===== src/common/fie_map.vh =====
`ifndef FIE_MAP_VH
`define FIE_MAP_VH

// ==========================================================
// register indices, byte address is four times the index
// ==========================================================
`define FIE_IDX_BOOST       6'h0A
`define FIE_IDX_LED         6'h0C
`define FIE_IDX_SUPPLY      6'h0E
`define FIE_IDX_EVT_STATUS  6'h10
`define FIE_IDX_EVT_MASK    6'h11

// ==========================================================
// reset values
// ==========================================================
`define FIE_RST_BOOST       16'hA028
`define FIE_RST_LED         16'h00AA
`define FIE_RST_SUPPLY      16'h0000
`define FIE_RST_EVT_MASK    10'h3FF

// ==========================================================
// field layout and enable codes
// ==========================================================
`define FIE_NUM_BOOST       7
`define FIE_NUM_LED         4
`define FIE_NUM_SUPPLY      8
`define FIE_NUM_EVT         10
`define FIE_BOOST_LSB       2
`define FIE_GLOBAL_FIELD    3
`define FIE_RD_OFF          2'h0
`define FIE_RD_ON           2'h2
`define FIE_WR_DIS          2'h1
`define FIE_WR_EN           2'h3

// ==========================================================
// bus responses
// ==========================================================
`define FIE_RESP_OKAY       2'h0
`define FIE_RESP_SLVERR     2'h2

`endif


===== src/verilog/fie_enable_field.v =====
`timescale 1ns/100ps
`include "fie_map.vh"

module fie_enable_field #(
    parameter RST_ON = 1'b1
) (
    aclk,
    aresetn,
    wr_en,
    wr_code,
    enabled,
    rd_code
);
    input  wire       aclk;
    input  wire       aresetn;
    input  wire       wr_en;
    input  wire [1:0] wr_code;
    output wire       enabled;
    output wire [1:0] rd_code;

    reg en_q;

    // ==========================================================
    // enable bit, changed only by the two dedicated write codes
    // ==========================================================
    // codes 0h and 2h leave the field alone, so a whole-register write of
    // read-back values never disturbs neighbouring sources
    always @(posedge aclk) begin
        if (!aresetn) begin
            en_q <= RST_ON;
        end else if (wr_en && wr_code == `FIE_WR_DIS) begin
            en_q <= 1'b0;
        end else if (wr_en && wr_code == `FIE_WR_EN) begin
            en_q <= 1'b1;
        end
    end

    assign enabled = en_q;
    assign rd_code = en_q ? `FIE_RD_ON : `FIE_RD_OFF;

endmodule // fie_enable_field


===== src/verilog/fie_top.v =====
`timescale 1ns/100ps
`include "fie_map.vh"

module fie_top (
    aclk,
    aresetn,
    awaddr,
    awprot,
    awvalid,
    awready,
    wdata,
    wstrb,
    wvalid,
    wready,
    bresp,
    bvalid,
    bready,
    araddr,
    arprot,
    arvalid,
    arready,
    rdata,
    rresp,
    rvalid,
    rready,
    boost_fault_evt,
    led_fault_evt,
    supply_fault_evt,
    boost_irq_enable,
    led_irq_enable,
    global_irq_enable,
    irq
);
    input  wire                        aclk;
    input  wire                        aresetn;
    input  wire [7:0]                  awaddr;
    input  wire [2:0]                  awprot;
    input  wire                        awvalid;
    output wire                        awready;
    input  wire [31:0]                 wdata;
    input  wire [3:0]                  wstrb;
    input  wire                        wvalid;
    output wire                        wready;
    output wire [1:0]                  bresp;
    output wire                        bvalid;
    input  wire                        bready;
    input  wire [7:0]                  araddr;
    input  wire [2:0]                  arprot;
    input  wire                        arvalid;
    output wire                        arready;
    output wire [31:0]                 rdata;
    output wire [1:0]                  rresp;
    output wire                        rvalid;
    input  wire                        rready;
    input  wire [`FIE_NUM_BOOST-1:0]   boost_fault_evt;
    input  wire [`FIE_NUM_LED-2:0]     led_fault_evt;
    input  wire [`FIE_NUM_SUPPLY-1:0]  supply_fault_evt;
    output wire [`FIE_NUM_BOOST-1:0]   boost_irq_enable;
    output wire [`FIE_NUM_LED-2:0]     led_irq_enable;
    output wire                        global_irq_enable;
    output wire                        irq;

    // ==========================================================
    // channel holding registers, status and mask state, internal nets
    // ==========================================================
    reg                        aw_hold_q;
    reg  [5:0]                 aw_idx_q;
    reg                        w_hold_q;
    reg  [15:0]                w_data_q;
    reg  [1:0]                 w_strb_q;
    reg                        bvalid_q;
    reg  [1:0]                 bresp_q;
    reg                        rvalid_q;
    reg  [1:0]                 rresp_q;
    reg  [31:0]                rdata_q;
    reg  [`FIE_NUM_SUPPLY-1:0] supply_flag_q;
    reg  [`FIE_NUM_EVT-1:0]    evt_status_q;
    reg  [`FIE_NUM_EVT-1:0]    evt_mask_q;
    reg  [15:0]                rd_word;
    reg                        rd_hit;
    wire                       wr_fire;
    wire                       wr_hit;
    wire                       rd_take;
    wire [5:0]                 rd_idx;
    wire [15:0]                boost_word;
    wire [15:0]                led_word;
    wire [15:0]                supply_word;
    wire [`FIE_NUM_LED-1:0]    led_en;
    wire [`FIE_NUM_EVT-1:0]    evt_set;
    wire [`FIE_NUM_EVT-1:0]    src_en;
    wire                       supply_clr_wr;
    wire                       evt_pend;
    wire                       supply_pend;
    wire [`FIE_NUM_SUPPLY-1:0] supply_rst;
    wire [`FIE_NUM_SUPPLY-1:0] supply_clr;
    wire [`FIE_NUM_SUPPLY-1:0] supply_flag_d;

    // protection bits carry no meaning for this block
    assign awready = ~aw_hold_q & ~bvalid_q;
    assign wready  = ~w_hold_q & ~bvalid_q;
    // address and data may arrive in either order; each half is parked until
    // the other shows up
    // one write at a time: commit once both halves are in and no answer pends
    assign wr_fire = aw_hold_q & w_hold_q & ~bvalid_q;
    // unmapped writes still get an answer, with an error code, so no master hangs
    assign wr_hit  = aw_idx_q == `FIE_IDX_BOOST || aw_idx_q == `FIE_IDX_LED ||
                     aw_idx_q == `FIE_IDX_SUPPLY || aw_idx_q == `FIE_IDX_EVT_STATUS ||
                     aw_idx_q == `FIE_IDX_EVT_MASK;

    always @(posedge aclk) begin
        if (!aresetn) begin
            aw_hold_q <= 1'b0;
            aw_idx_q  <= 6'h00;
            w_hold_q  <= 1'b0;
            w_data_q  <= 16'h0000;
            w_strb_q  <= 2'h0;
            bvalid_q  <= 1'b0;
            bresp_q   <= `FIE_RESP_OKAY;
        end else begin
            if (awvalid && awready) begin
                aw_hold_q <= 1'b1;
                aw_idx_q  <= awaddr[7:2];
            end
            if (wvalid && wready) begin
                w_hold_q <= 1'b1;
                w_data_q <= wdata[15:0];
                w_strb_q <= wstrb[1:0];
            end
            if (wr_fire) begin
                aw_hold_q <= 1'b0;
                w_hold_q  <= 1'b0;
                bvalid_q  <= 1'b1;
                bresp_q   <= wr_hit ? `FIE_RESP_OKAY : `FIE_RESP_SLVERR;
            end else if (bvalid_q && bready) begin
                bvalid_q <= 1'b0;
            end
        end
    end

    assign bvalid = bvalid_q;
    assign bresp  = bresp_q;

    // ==========================================================
    // boost enable register, seven two-bit fields above bit 1
    // ==========================================================
    // each field's reset state is the upper bit of its pair in the reset word;
    // the low lane strobe covers fields below bit 8, the high lane the rest
    genvar gi;
    generate
        for (gi = 0; gi < `FIE_NUM_BOOST; gi = gi + 1) begin : g_boost
            fie_enable_field #(
                .RST_ON (((`FIE_RST_BOOST >> (2*gi + `FIE_BOOST_LSB + 1)) & 16'h0001)
                         != 16'h0000)
            ) u_field (
                .aclk    (aclk),
                .aresetn (aresetn),
                .wr_en   (wr_fire && aw_idx_q == `FIE_IDX_BOOST &&
                          w_strb_q[(2*gi + `FIE_BOOST_LSB) / 8]),
                .wr_code (w_data_q[2*gi + `FIE_BOOST_LSB +: 2]),
                .enabled (boost_irq_enable[gi]),
                .rd_code (boost_word[2*gi + `FIE_BOOST_LSB +: 2])
            );
        end
    endgenerate

    // reserved low pair has no storage and reads zero
    assign boost_word[1:0] = 2'h0;

    // ==========================================================
    // led enable register, global enable in the top field
    // ==========================================================
    // all four fields sit in the low byte, so only the low lane strobe matters
    generate
        for (gi = 0; gi < `FIE_NUM_LED; gi = gi + 1) begin : g_led
            fie_enable_field #(
                .RST_ON (((`FIE_RST_LED >> (2*gi + 1)) & 16'h0001)
                         != 16'h0000)
            ) u_field (
                .aclk    (aclk),
                .aresetn (aresetn),
                .wr_en   (wr_fire && aw_idx_q == `FIE_IDX_LED && w_strb_q[0]),
                .wr_code (w_data_q[2*gi +: 2]),
                .enabled (led_en[gi]),
                .rd_code (led_word[2*gi +: 2])
            );
        end
    endgenerate

    assign led_word[15:8]    = 8'h00;
    assign led_irq_enable    = led_en[`FIE_NUM_LED-2:0];
    assign global_irq_enable = led_en[`FIE_GLOBAL_FIELD];

    // ==========================================================
    // supply fault status, flag on odd bit, clear by writing ones to both bits of the pair
    // ==========================================================
    assign supply_clr_wr = wr_fire && aw_idx_q == `FIE_IDX_SUPPLY;

    generate
        for (gi = 0; gi < `FIE_NUM_SUPPLY; gi = gi + 1) begin : g_supply
            // reset state of each flag is taken from its odd bit of the reset word
            assign supply_rst[gi]    = ((`FIE_RST_SUPPLY >> (2*gi + 1)) & 16'h0001)
                                       != 16'h0000;
            // both halves of the pair must be written as one to clear
            assign supply_clr[gi]    = supply_clr_wr && w_strb_q[gi / 4] &&
                                       w_data_q[2*gi + 1] && w_data_q[2*gi];
            // a fault arriving in the clearing cycle stays latched
            assign supply_flag_d[gi] = supply_fault_evt[gi] ? 1'b1 :
                                       (supply_clr[gi] ? 1'b0 : supply_flag_q[gi]);
            // clear bits act only at the write and read back as zero
            assign supply_word[2*gi + 1] = supply_flag_q[gi];
            assign supply_word[2*gi]     = 1'b0;
        end
    endgenerate

    always @(posedge aclk) begin
        if (!aresetn) begin
            supply_flag_q <= supply_rst;
        end else begin
            supply_flag_q <= supply_flag_d;
        end
    end

    // ==========================================================
    // boost and led fault events, read-clear status and mask
    // ==========================================================
    assign rd_take = arvalid & arready;
    assign rd_idx  = araddr[7:2];
    assign evt_set = {led_fault_evt, boost_fault_evt};
    // the mask only gates the pin; status still records masked events

    always @(posedge aclk) begin
        if (!aresetn) begin
            evt_status_q <= {`FIE_NUM_EVT{1'b0}};
            evt_mask_q   <= `FIE_RST_EVT_MASK;
        end else begin
            // set wins over the read that would clear it
            if (rd_take && rd_idx == `FIE_IDX_EVT_STATUS) begin
                evt_status_q <= evt_set;
            end else begin
                evt_status_q <= evt_status_q | evt_set;
            end
            if (wr_fire && aw_idx_q == `FIE_IDX_EVT_MASK) begin
                if (w_strb_q[0]) begin
                    evt_mask_q[7:0] <= w_data_q[7:0];
                end
                if (w_strb_q[1]) begin
                    evt_mask_q[`FIE_NUM_EVT-1:8] <= w_data_q[`FIE_NUM_EVT-1:8];
                end
            end
        end
    end

    // ==========================================================
    // interrupt output
    // ==========================================================
    // supply flags have no source enable in this block, only the global gate
    // a supply flag holds the pin up until software clears the pair
    assign src_en      = {led_irq_enable, boost_irq_enable};
    assign evt_pend    = |(evt_status_q & evt_mask_q & src_en);
    assign supply_pend = |supply_flag_q;
    assign irq         = global_irq_enable & (evt_pend | supply_pend);

    // ==========================================================
    // read channel
    // ==========================================================
    // the address is decoded in its taking cycle, so no read address is stored;
    // the price is that a new read waits until the previous answer is taken
    assign arready = ~rvalid_q;

    always @* begin
        rd_word = 16'h0000;
        rd_hit  = 1'b1;
        case (rd_idx)
            `FIE_IDX_BOOST:      rd_word = boost_word;
            `FIE_IDX_LED:        rd_word = led_word;
            `FIE_IDX_SUPPLY:     rd_word = supply_word;
            `FIE_IDX_EVT_STATUS: rd_word = {6'h00, evt_status_q};
            `FIE_IDX_EVT_MASK:   rd_word = {6'h00, evt_mask_q};
            default:             rd_hit  = 1'b0;
        endcase
    end

    // the upper half of the data bus always reads zero
    always @(posedge aclk) begin
        if (!aresetn) begin
            rvalid_q <= 1'b0;
            rresp_q  <= `FIE_RESP_OKAY;
            rdata_q  <= 32'h00000000;
        end else if (rd_take) begin
            rvalid_q <= 1'b1;
            rresp_q  <= rd_hit ? `FIE_RESP_OKAY : `FIE_RESP_SLVERR;
            rdata_q  <= {16'h0000, rd_word};
        end else if (rvalid_q && rready) begin
            rvalid_q <= 1'b0;
        end
    end

    assign rvalid = rvalid_q;
    assign rresp  = rresp_q;
    assign rdata  = rdata_q;

endmodule // fie_top

===== config.mk =====
export PLATFORM = sky130hd
export DESIGN_NAME = fie_top
export DESIGN_NICKNAME = d
export VERILOG_FILES = /design/src/verilog/fie_enable_field.v /design/src/verilog/fie_top.v
export VERILOG_INCLUDE_DIRS = /design/src /design/src/common
export SDC_FILE = /design/constraint.sdc
export NUM_CORES = 1
export LEC_CHECK = 0
export ABC_AREA = 1
export BUFFER_PORTS_ARGS = -buffer_cell sky130_fd_sc_hd__buf_2
export CORE_MARGIN = 1
export CORE_UTILIZATION = 50
export CTS_BUF_LIST = sky130_fd_sc_hd__clkbuf_16
export DETAILED_ROUTE_END_ITERATION = 12
export MAX_ROUTING_LAYER = met4
export PLACE_DENSITY_LB_ADDON = 0.3
export SKIP_CTS_REPAIR_TIMING = 1
export SYNTH_ARGS = -nofsm -noshare
export SYNTH_HDL_FRONTEND = slang
export SYNTH_HIERARCHICAL = 1
export SYNTH_SLANG_ARGS = --single-unit

===== constraint.sdc =====
create_clock -name aclk -period 3.2 [get_ports aclk]
set_clock_uncertainty 0.15 [all_clocks]
set_input_delay 0.64 -clock aclk [delete_from_list [all_inputs] [get_ports aclk]]
set_output_delay 0.64 -clock aclk [all_outputs]
set_load 0.01 [all_outputs]

==> run metrics <==
die area=8564 sq um; RR Endpoint=evt_status_q[5]$_SDFF_PN0_; GR Overflow Total=0; synth unique cells=30; core box area=7848 sq um; Max clock buf depth=2; Req. time, crit path=around 2400 ps; final WL=approximately 9.6 mm; Routed Antenna Nets=0; vias per cell=approximately 5; sequential area share after synthesis=41.51%; post-route cell area=4673 sq um; CP max FO=4; Slew @ Worst Pin=693.6 ps; initial antenna violation count=0; Layout Cells excl Fill=762; CTS clk-pin slew, worst paths=60 ps; drt pass-1 iters=5; startpoint types=register; clock latency on the worst-skew pair=320 ps; HPWL after detailed placement=a little over 7 mm; fin crit share=roughly 70%; Fin. Hold Viols=0; power after layout=about 2.4 mW; Avg WL per Cell=about 13 um; pwr dens=511.8 nW/um^2; RR Startpoint=rvalid$_SDFFE_PN0P_; Avg Cell Area, Syn=6.947 sq um; Syn Inst Count=590; fin. max-slew vios=0; setup TNS=0 ps; VDD IR max=~0.25 mV; status=finished, final reports clean; initial DRC count=between 200 and 250; critical path cell sequence=nand3_1, o2111a_1, a21boi_0, buf_2; synth top area cells=dfxtp_1, nand2_1, nor2_1; synthesized area=4099 sq um; Yosys warning count=6; worst setup path end=irq; clock sinks=85; max-cap violation count=0; Starting Density=52.23%; via count=3,817; R2R Setup Slk=1230 ps; Worst Setup End Kind=primary output; vias in the first global route=3,217; layout cells sized above 1=19.70%; Layout area overhead=14.01%; RSZ-0062 raised after global routing=false; # port buffers=89; Die W=slightly above 90 um; placed inst area=4390 sq um; routability cong.=0.8754; H-tree depth=3; Row Count=32; placed cells=747; DRC=0; Top Ports=136; Setup CP Type=register to primary output; largest net degree at the start of global routing=53; Worst path slowest cell=dfxtp_1; global-route wire length before repair=15.23 mm; Fmax=roughly 450 MHz; Final setup viols=0; CTS tree=yes; Num CTS Buffers=9; worst reg-to-reg path cell count=6; Hold WC Path Type=register to register; GR Util All Layers=23.43%; Seq cells post-synth=85; CTS root buffer=clkbuf_16; layout net count=739; crit path DAT=around 1500 ps; Slew HR=a little over half; top-area cell type share of the netlist area=41.51%; CP peak stage delay=470 ps; Ant. Diodes=0; post-synth top area cell=dfxtp_1; Setup crit start=g_boost[2].u_field/enabled$_SDFFE_PP0P_; Vert. Die Dim=92.54 um; static leakage=2.317 nW; fin crit period=2238 ps
-- worst max-delay path: cells and delay by family (launching register included) --
| family | cells | cell delay [ps] |
|---|---|---|
| and+or+nand+nor | 1 | 130 |
| AOI/OAI and AO/OA | 2 | 360 |
| buffers and inverters | 1 | 170 |
| DFF | 1 | 470 |
-- Yosys cell counts --
cell type	count
nand2_1	111
nor2_1	90
dfxtp_1	85
nand3_1	62
inv_1	47
buf_4	42
a21oi_1	39
o21ai_0	37
conb_1	12
nand4_1	10
clkbuf_1	9
nor3_1	6
inv_2	5
nor2_4	5
o21ai_1	5
nor2_2	4
nand2_2	3
nand3_2	3
a31oi_1	2
buf_1	2
nand2_4	2
a21boi_0	1
a21oi_2	1
and3_1	1
buf_2	1
clkbuf_8	1
clkinv_2	1
o2111a_1	1
o21a_1	1
o31ai_1	1
-- cells in the final DEF (no fill, tap or decap), types with 5 or more instances in the layout --
cell type and count:
clkbuf_16 9, inv_2 5, dfxtp_1 85, a21oi_1 39
inv_1 49, o21ai_1 5, nor2_4 5, nor2_1 90
nand2_1 111, nor3_1 6, nand3_1 62, nand4_1 10
conb_1 29, o21ai_0 37, buf_2 89
-- layout make-up --
type	count	area, sq um
inverters	53	200.2
clock inverters	6	57.56
flip-flops and latches	85	1702
multi-input cells	414	1886
repair buffers	93	475.5
fillers	786	3174
clock buffers	9	225.2
well taps	102	127.6
-- kinds of logic after synthesis --
family | after synthesis | synth area share [%]
AO/OA/AOI/OAI | 88 | 11.23
buffers and inverters | 108 | 14.04
flip-flops | 85 | 41.51
other | 12 | 1.099
AND/OR/NAND/NOR | 297 | 32.11
-- layer usage --
layer | share of wire, % | up-vias | global-route usage (%)
met5 | 0 | - | -
met4 | 0.99 | 0 | 7.813
met3 | 6.5 | 9 | 3.859
met2 | 48 | 141 | 38.27
met1 | 44 | 1699 | 29.49
li1 | - | 1968 | -
-- sequential cells by signal (all words and copies together), names as in the netlist --
name	flops
bresp	1
bvalid	1
supply_flag_q	8
evt_status_q	10
rdata	16
w_hold_q	1
aw_hold_q	1
evt_mask_q	10
w_data_q	16
rvalid	1
w_strb_q	2
rresp	1
g_boost.u_field/enabled	7
g_led.u_field/enabled	4
aw_idx_q	6
-- worst min path at each step --
stage / from / cells past startpoint / endpoint
2_1_floorplan: w_hold_q$_SDFFE_PP0P_ / 2 / w_hold_q$_SDFFE_PP0P_
3_3_place_gp: rdata[10]$_SDFFE_PN0P_ / 2 / rdata[10]$_SDFFE_PN0P_
3_5_place_dp: rdata[10]$_SDFFE_PN0P_ / 2 / rdata[10]$_SDFFE_PN0P_
4_1_cts: rdata[10]$_SDFFE_PN0P_ / 2 / rdata[10]$_SDFFE_PN0P_
5_1_grt: rdata[2]$_SDFFE_PN0P_ / 2 / rdata[2]$_SDFFE_PN0P_
6_report: rdata[10]$_SDFFE_PN0P_ / 2 / rdata[10]$_SDFFE_PN0P_
-- metrics by stage --
step,hold slack (ps),setup WS (ps),util [%]
after global placement,298.3,904.6,55.95
after CTS,314.0,990.2,59.55
final,313.4,962.2,59.55
after global routing,330.2,879.8,59.55
after detailed placement,304.8,859.7,55.95
after floorplan,293.9,1452,-
-- report_power, final --
| group | switching, mW | total, mW | internal (mW) |
|---|---|---|---|
| clock | 0.393 | 0.985 | 0.593 |
| combinational | 0.155 | 0.243 | 0.0877 |
| sequential | 0.0480 | 1.16 | 1.12 |
No activity file was read; power rests on OpenSTA's default activity.
